`config.mk`:
```
export PLATFORM = sky130hd
export DESIGN_NAME = autoneg_next_page_tx_regs
export DESIGN_NICKNAME = d
export VERILOG_FILES = /design/src/autoneg_next_page_tx_regs.v /design/src/crossover_tracker.v /design/src/toggle_tracker.v
export VERILOG_INCLUDE_DIRS = /design/src
export SDC_FILE = /design/constraint.sdc
export NUM_CORES = 1
export LEC_CHECK = 0
export BUFFER_PORTS_ARGS = -buffer_cell sky130_fd_sc_hd__buf_2
export CORE_ASPECT_RATIO = 1.1
export CORE_MARGIN = 2
export CORE_UTILIZATION = 45
export CTS_BUF_LIST = sky130_fd_sc_hd__clkbuf_16
export CTS_CLUSTER_SIZE = 30
export DETAILED_ROUTE_END_ITERATION = 12
export PLACE_DENSITY = 0.81
export SLEW_MARGIN = 20
export SYNTH_ARGS = -nofsm -noshare
export SYNTH_HDL_FRONTEND = slang
export SYNTH_SLANG_ARGS = --single-unit
```
`constraint.sdc`:
```
create_clock -name pclk -period 1.2 [get_ports pclk]
set_input_delay 0.06 -clock pclk [delete_from_list [all_inputs] [get_ports pclk]]
set_output_delay 0.06 -clock pclk [all_outputs]
set_load 0.02 [all_outputs]
```
`src/np_consts.vh`:
```
// register offsets, field positions and reset values for the next page
// transmit and crossover status register slice; included by every file but the partner model and the bench.
`ifndef NEXT_PAGE_CONSTS_VH
`define NEXT_PAGE_CONSTS_VH

// register indices; byte address is four times the index
`define IDX_AUTONEG_EXPANSION  8'h06
`define IDX_NEXT_PAGE_TRANSMIT 8'h07
`define IDX_PHY_STATUS_SUMMARY 8'h10
`define IDX_PHY_CONTROL        8'h19
`define ADDR_W                 12

// next_page_transmit fields
`define PG_MORE_PAGES_BIT      15
`define PG_RESERVED_BIT        14
`define PG_PAGE_TYPE_BIT       13
`define PG_COMPLY_ACK_BIT      12
`define PG_TOGGLE_BIT          11
`define PG_CODE_MSB            10
`define PG_CODE_W              11
`define PG_MORE_PAGES_RST      1'b0
`define PG_PAGE_TYPE_RST       1'b1
`define PG_COMPLY_ACK_RST      1'b0
`define PG_TOGGLE_RST          1'b0
`define PG_CODE_RST            11'h001

// autoneg_expansion fields
`define EXP_PAGE_RX_BIT        1
`define EXP_NEXT_PAGE_ABLE_BIT 2

// phy_status_summary fields
`define STS_XOVER_BIT          14
`define STS_XOVER_RST          1'b0

// phy_control_register fields
`define CTL_XOVER_EN_BIT       15
`define CTL_XOVER_FORCE_BIT    14
`define CTL_XOVER_EN_RST       1'b1
`define CTL_XOVER_FORCE_RST    1'b0

`endif

```
`src/autoneg_next_page_tx_regs.v`:
```
// next page transmit and crossover status registers behind an apb slave
// assumes one clock, synchronous inputs from the arbitration logic and
// the crossover engine; apb answers with no wait state
`timescale 1ns/10ps
`include "np_consts.vh"
module autoneg_next_page_tx_regs (
  // clock and reset
  input  wire                 pclk,
  input  wire                 presetn,

  // apb slave
  input  wire                 psel,
  input  wire                 penable,
  input  wire                 pwrite,
  input  wire [`ADDR_W-1:0]   paddr,
  input  wire [31:0]          pwdata,
  output wire                 pready,
  output reg  [31:0]          prdata,
  output reg                  pslverr,

  // auto-negotiation arbitration side
  input  wire                 word_sent,
  input  wire                 word_toggle,
  input  wire                 page_received,
  output reg  [15:0]          next_page_word,
  output reg                  next_page_loaded_r,

  // crossover engine side
  input  wire                 auto_swapped,
  output wire                 crossover_status,
  output reg                  pair_swap_r
);

  // register state
  reg                     more_pages_flag_r;
  reg                     page_type_message_r;
  reg                     comply_acknowledge_r;
  reg [`PG_CODE_W-1:0]    code_r;
  reg                     page_rx_r;
  reg                     auto_crossover_enable_r;
  reg                     crossover_force_r;

  wire                    transmit_toggle;

  // bus decode
  wire [7:0]              idx;
  wire                    aligned;
  wire                    hit_exp;
  wire                    hit_npt;
  wire                    hit_sts;
  wire                    hit_ctl;
  wire                    mapped;
  wire                    setup_ph;
  wire                    access_done;
  wire                    wr_done;
  wire                    rd_done;

  reg  [15:0]             rd_mux;
  reg  [15:0]             npt_view;
  reg  [15:0]             exp_view;
  reg  [15:0]             sts_view;
  reg  [15:0]             ctl_view;

  assign idx         = paddr[9:2];
  assign aligned     = (paddr[1:0] == 2'b00) &&
                       (paddr[`ADDR_W-1:10] == 2'b00);
  assign hit_exp     = aligned && (idx == `IDX_AUTONEG_EXPANSION);
  assign hit_npt     = aligned && (idx == `IDX_NEXT_PAGE_TRANSMIT);
  assign hit_sts     = aligned && (idx == `IDX_PHY_STATUS_SUMMARY);
  assign hit_ctl     = aligned && (idx == `IDX_PHY_CONTROL);
  assign mapped      = hit_exp | hit_npt | hit_sts | hit_ctl;

  // zero wait state slave: every access phase completes at once
  assign pready      = 1'b1;
  assign setup_ph    = psel & ~penable;
  assign access_done = psel & penable & pready;
  assign wr_done     = access_done & pwrite & mapped;
  assign rd_done     = access_done & ~pwrite;

  // toggle handed to the arbitration logic
  toggle_tracker u_toggle (
    .pclk              (pclk),
    .presetn           (presetn),
    .word_sent         (word_sent),
    .word_toggle       (word_toggle),
    .transmit_toggle_r (transmit_toggle)
  );

  // crossover state reported in the status register
  crossover_tracker u_xover (
    .pclk                  (pclk),
    .presetn               (presetn),
    .auto_crossover_enable (auto_crossover_enable_r),
    .crossover_force       (crossover_force_r),
    .auto_swapped          (auto_swapped),
    .crossover_status_r    (crossover_status)
  );

  // register views as software sees them
  always @* begin
    npt_view                     = 16'h0000;
    npt_view[`PG_MORE_PAGES_BIT] = more_pages_flag_r;
    npt_view[`PG_RESERVED_BIT]   = 1'b0;
    npt_view[`PG_PAGE_TYPE_BIT]  = page_type_message_r;
    npt_view[`PG_COMPLY_ACK_BIT] = comply_acknowledge_r;
    npt_view[`PG_TOGGLE_BIT]     = transmit_toggle;
    npt_view[`PG_CODE_MSB:0]     = code_r;
  end

  always @*  begin
    exp_view                          = 16'h0000;
    exp_view[`EXP_NEXT_PAGE_ABLE_BIT] = 1'b1;
    exp_view[`EXP_PAGE_RX_BIT]        = page_rx_r;
  end

  always @* begin
    sts_view                 = 16'h0000;
    sts_view[`STS_XOVER_BIT] = crossover_status;
  end

  always @* begin
    ctl_view                       = 16'h0000;
    ctl_view[`CTL_XOVER_EN_BIT]    = auto_crossover_enable_r;
    ctl_view[`CTL_XOVER_FORCE_BIT] = crossover_force_r;
  end

  always @* begin
    if (hit_npt) begin
      rd_mux = npt_view;
    end else if (hit_exp) begin
      rd_mux = exp_view;
    end else if (hit_sts) begin
      rd_mux = sts_view;
    end else if (hit_ctl) begin
      rd_mux = ctl_view;
    end else begin
      rd_mux = 16'h0000;
    end
  end

  // read data and error are captured in the setup phase so they come
  // from flip-flops and stand through the single access cycle
  always @(posedge pclk or negedge presetn) begin
    if (!presetn) begin
      prdata  <= 32'h0000_0000;
      pslverr <= 1'b0;
    end else if (setup_ph) begin
      prdata  <= {16'h0000, rd_mux};
      pslverr <= ~mapped;
    end else if (access_done) begin
      prdata  <= 32'h0000_0000;
      pslverr <= 1'b0;
    end
  end

  // next page transmit fields; bits 14 and 11 of a write are dropped
  always @(posedge pclk or negedge presetn) begin
    if (!presetn) begin
      more_pages_flag_r    <= `PG_MORE_PAGES_RST;
      page_type_message_r  <= `PG_PAGE_TYPE_RST;
      comply_acknowledge_r <= `PG_COMPLY_ACK_RST;
      code_r               <= `PG_CODE_RST;
    end else if (wr_done && hit_npt) begin
      more_pages_flag_r    <= pwdata[`PG_MORE_PAGES_BIT];
      page_type_message_r  <= pwdata[`PG_PAGE_TYPE_BIT];
      comply_acknowledge_r <= pwdata[`PG_COMPLY_ACK_BIT];
      code_r               <= pwdata[`PG_CODE_MSB:0];
    end
  end

  // crossover controls
  always @(posedge pclk or negedge presetn) begin
    if (!presetn) begin
      auto_crossover_enable_r <= `CTL_XOVER_EN_RST;
      crossover_force_r       <= `CTL_XOVER_FORCE_RST;
    end else if (wr_done && hit_ctl) begin
      auto_crossover_enable_r <= pwdata[`CTL_XOVER_EN_BIT];
      crossover_force_r       <= pwdata[`CTL_XOVER_FORCE_BIT];
    end
  end

  // page received: a word arriving in the clearing read is kept; only a
  // flag that the captured read data reported is cleared, so a word that
  // lands at the setup edge is not lost unseen
  always @(posedge pclk or negedge presetn) begin
    if (!presetn) begin
      page_rx_r <= 1'b0;
    end else if (page_received) begin
      page_rx_r <= 1'b1;
    end else if (rd_done && hit_exp && prdata[`EXP_PAGE_RX_BIT]) begin
      page_rx_r <= 1'b0;
    end
  end

  // a full word lands in one write, so the page the arbitration logic
  // sees is never half updated; loaded marks a page not yet sent
  always @(posedge pclk or negedge presetn) begin
    if (!presetn) begin
      next_page_loaded_r <= 1'b0;
    end else if (wr_done && hit_npt) begin
      next_page_loaded_r <= 1'b1;
    end else if (word_sent) begin
      next_page_loaded_r <= 1'b0;
    end
  end

  // page word presented to the arbitration logic
  always @(posedge pclk or negedge presetn) begin
    if (!presetn) begin
      next_page_word <= {`PG_MORE_PAGES_RST, 1'b0, `PG_PAGE_TYPE_RST,
                         `PG_COMPLY_ACK_RST, `PG_TOGGLE_RST,
                         `PG_CODE_RST};
    end else begin
      next_page_word <= npt_view;
    end
  end

  // pair steering follows the reported state
  always @(posedge pclk or negedge presetn) begin
    if (!presetn) begin
      pair_swap_r <= 1'b0;
    end else begin
      pair_swap_r <= crossover_status;
    end
  end

endmodule // autoneg_next_page_tx_regs

```
`src/crossover_tracker.v`:
```
// crossover status tracker
// assumes auto_swapped is a synchronous level from the auto crossover engine
`timescale 1ns/10ps
`include "np_consts.vh"
module crossover_tracker (
  // clock and reset
  input  wire pclk,
  input  wire presetn,
  // control bits
  input  wire auto_crossover_enable,
  input  wire crossover_force,
  // automatic algorithm choice, 1 swapped
  input  wire auto_swapped,
  // reported crossover state
  output reg  crossover_status_r
);

  reg crossover_status_nxt;

  // force wins over the automatic choice and over disable; disabled without force means normal pairing
  always @* begin
    if (crossover_force) begin
      crossover_status_nxt = 1'b1;
    end else if (auto_crossover_enable) begin
      crossover_status_nxt = auto_swapped;
    end else begin
      crossover_status_nxt = 1'b0;
    end
  end

  always @(posedge pclk or negedge presetn) begin
    if (!presetn) begin
      crossover_status_r <= `STS_XOVER_RST;
    end else begin
      crossover_status_r <= crossover_status_nxt;
    end
  end

endmodule // crossover_tracker

```
`src/toggle_tracker.v`:
```
// transmit toggle tracker for next page exchange
// assumes word_sent is a one-cycle pulse from the arbitration logic
`timescale 1ns/10ps
`include "np_consts.vh"
module toggle_tracker (
  // clock and reset
  input  wire pclk,
  input  wire presetn,
  // link code word just exchanged
  input  wire word_sent,
  input  wire word_toggle,
  // toggle to place in the next word
  output reg  transmit_toggle_r
);

  always @(posedge pclk or negedge presetn) begin
    if (!presetn) begin
      transmit_toggle_r <= `PG_TOGGLE_RST;
    end else if (word_sent) begin
      transmit_toggle_r <= ~word_toggle;
    end
  end

endmodule // toggle_tracker
```
==> flow_summary.yaml <==
outcome:
  status: "finished, violations left"
  failed_checks: "negative setup slack"
power:
  vdd_ir_drop_max_v: 0.000689
  power.density_mw_per_mm2: 1270
  seqPwrFrac_pct: 49.4
  p_sw_mw: 0.768
  p_sw_share_pct: 21.0
  p_int_mw: 2.88
  pwr-share-clk_pct: 43.3
  pwr-share-comb_pct: 7.3
  leakage_nw: 1.60
clocking:
  clk_pin_slew_ns: 0.07
  cts_buffer_depth: 2
  htreeDepth: 2
  clock_latency_ns: 0.28
  ctsRootBufferMaster: "clkbuf_16"
  cts_sinks: 53
  cts_buffers: 5
  cts_tree: "built"
cells_and_area:
  post-route-cell-area_sq_mm: 0.00287
  num-nets-final: 292
  drive_gt1_share_pct: 53.3
  area_growth_pct: 37.4
  ff_latch_area_sq_mm: 0.00133
  multi_input_area_sq_um: 703
  fillCellCount: 366
  utilization_pct: 63.1
  antenna_cells: 0
timing:
  setup_ws_ns: -0.313
  fin_setup_tns_ns: -8.47
  finalSetupViolations: 34
  rsz0062_at_grt: "yes"
  slew_violations: 0
  hold-worst-slack_ns: 0.00569
  fin_crit_ns: 1.51
  final-hold-violation-count: 0
  fmax_ghz: 0.661
  fin_skew_ns: 0.00189
  period_share_pct: 126
placed_design:
  place_congestion: 0.732
  portBuffers: 70
  dp_slack_ns: -0.631
  dp_hpwl_um: 2820
  post_dp_cell_area_sq_mm: 0.00252
grt:
  grt_max_degree: 54
  grt_overflow: 0
  antenna_found_initial: 0
  grt_pass1_vias: 1370
  track_usage_pct: 16.1
  grt_first_pass_wirelength_um: 6520
route:
  wl_per_cell_um: 14.4
  drcViolationCount: 0
  dr_total_vias: 1458
  firstDrtPassIters: 4
  drtIter0Drc: 59
  ant_nets: 0
  viasPerCell: 4.93
  drt-total-wl_um: 4270
yosys:
  yosys_warnings: 0
  syn_inst: 145
  synth-simple-area-share_pct: 6.64
  synth_area_sq_mm: 0.00209
  synth_top_family_by_area: "multiplexers"
  synth_xor_area_share_pct: 0
  synth_area_per_cell_sq_um: 14.4
  synth_compound_area_share_pct: 9.27
  synth_seq_area_share_pct: 63.7
  synth_mux_area_share_pct: 10.7
  synth.distinct_cells: 34
  ys_ff_latch: 53
  synth-adder-area-share_pct: 0
critical_path:
  crit_slowest_cell: "or4bb_1"
  path_buf_inv: 1
  cp.required_ns: 1.37
  path_cells: "buf_6, or4bb_1, or3_4, nand2b_4, mux2_4"
  critPathArrivalTime_ns: 1.68
  critPathCaptureType: "flop"
  crit_path_start_kind: "input pin"
  crit_fanout: 8
  crit_type: "in2reg"
  critical_path.top_delay_family: "simple AND/OR/NAND/NOR gates"
  max_stage_delay_ns: 0.51
floorplan:
  dieWidth_um: 69.0
  fp.dieH_um: 75.5
  io_pins: 106
  initial_utilization_pct: 45.9
  row_count: 26
  core_sq_mm: 0.00455
  die_area_sq_mm: 0.00521
worst_hold_path:
  hp-class: "in2reg"
flow_run:
  max-cap-violations: 0
[Yosys cell counts]
cell      count  area, sq um
a21oi_1       1         5.00
a22o_1       13          114
dfrtp_1      48         1200
inv_1         3         11.3
nor2_1        6         22.5
nor4_1        1         6.26
a32o_1        2         20.0
clkbuf_1      1         3.75
o32ai_1       1         8.76
conb_1        2         7.51
and3_1        1         6.26
nand2b_1      2         12.5
or4_4         1         11.3
buf_2         2         10.0
or4bb_1       1         11.3
o21ai_0       4         20.0
mux2_4        9          135
mux2i_1       1         10.0
nor3_2        1         10.0
o41ai_1       1         8.76
nand2_1       3         11.3
buf_12        1         20.0
dfstp_2       5          131
mux2_2        7         78.8
clkinv_1      1         3.75
or3_1         2         12.5
buf_4        18          135
nand4_1       1         6.26
buf_6         1         11.3
and4_1        1         8.76
a221o_1       1         10.0
and2_1        1         6.26
a21o_1        1         7.51
nand2b_4      1         13.8
[metrics by stage]
| step | instances | power, mW |
|---|---|---|
| global route | 296 | 3.77 |
| detailed placement | 278 | 2.07 |
| finish | 296 | 3.65 |
| CTS | 294 | 3.66 |
| floorplan | 161 | 1.97 |
| global placement | 278 | 2.07 |
[metal layers]
metal  vias to the layer above  share of wire, %  wire (um)  GRT usage [%]
li1                        668                 -          -              -
met1                       720                42       1780           19.9
met2                        68                51       2200           28.6
met3                         2               6.4        273           4.23
met4                         0              0.42         18           4.58
met5                         -                 0          0              0
[worst reg2reg max path, delay by kind of cell, from the launching register on]
family | cells | cell delay (ns)
flip-flops | 1 | 0.40
AO/OA/AOI/OAI | 2 | 0.46
[power by group through the flow]
stage	sequential (mW)	combinational (mW)	clock, mW
2_1_floorplan	1.84	0.126	0
6_report	1.80	0.266	1.58
3_3_place_gp	1.84	0.233	0
3_5_place_dp	1.84	0.236	0
5_1_grt	1.80	0.293	1.67
4_1_cts	1.80	0.258	1.60
[area by class of cell]
class | instances | area share, %
tap | 56 | 2.44
inverter | 4 | 0.522
clock inverter | 3 | 1.48
multi-input combinational | 82 | 24.5
timing repair buffer | 93 | 20.4
sequential | 53 | 46.4
clock buffer | 5 | 4.35
[timing repair]
item                                   4_1_cts  5_1_grt
setup buffers                                1        2
setup endpoints to repair                   34       35
pin swaps                                    2        8
endpoints found under the hold margin       52        0
hold buffers                                 5        0
cloned                                       2        0
resized for setup                           15        9
[flip-flops by register name, indices dropped and copies added, names as in the netlist]
name	count
code_r	11
prdata	16
next_page_loaded_r	1
more_pages_flag_r	1
crossover_force_r	1
page_type_message_r	1
u_xover.crossover_status_r	1
comply_acknowledge_r	1
pair_swap_r	1
pslverr	1
auto_crossover_enable_r	1
u_toggle.transmit_toggle_r	1
next_page_word	15
page_rx_r	1
[cell families (layout without fill, tap and decap cells)]
kind of cell           count (synthesis)  after routing
AOI/OAI and AO/OA                     24             24
DFF                                   53             53
and+or+nand+nor                       22             23
other                                  2             18
buffers and inverters                 27            105
muxes                                 17             17
[cell usage in the layout, fill, tap and decap left out, types with 2 or more instances in the layout]
cell,synthesis,routed
conb_1,2,18
a32o_1,2,2
nand2_1,3,3
dfrtp_1,48,48
nand2b_4,1,2
mux2_4,9,11
buf_4,18,12
nor2_1,6,6
buf_6,1,8
a22o_1,13,13
nand2b_1,2,2
mux2_2,7,5
dfstp_2,5,5
inv_1,3,4
buf_2,2,67
clkbuf_16,0,5
o21ai_2,0,3
dlygate4sd3_1,0,5
[final timing paths]
kind / from / end / slack [ns] / cells past startpoint
worst max-delay path: paddr[6] / code_r[7] / -0.31 / 5
worst min-delay path: pwdata[9] / code_r[9] / 0.006 / 2
worst max register to register: u_xover.crossover_status_r / prdata[14] / 0.23 / 2
worst min register to register: code_r[0] / next_page_word[0] / 0.38 / 0
max in group asynchronous: presetn / code_r[0] / 0.62 / 3
min in group asynchronous: presetn / prdata[13] / 0.30 / 3
Note: power is estimated with default switching activity, not from simulation.
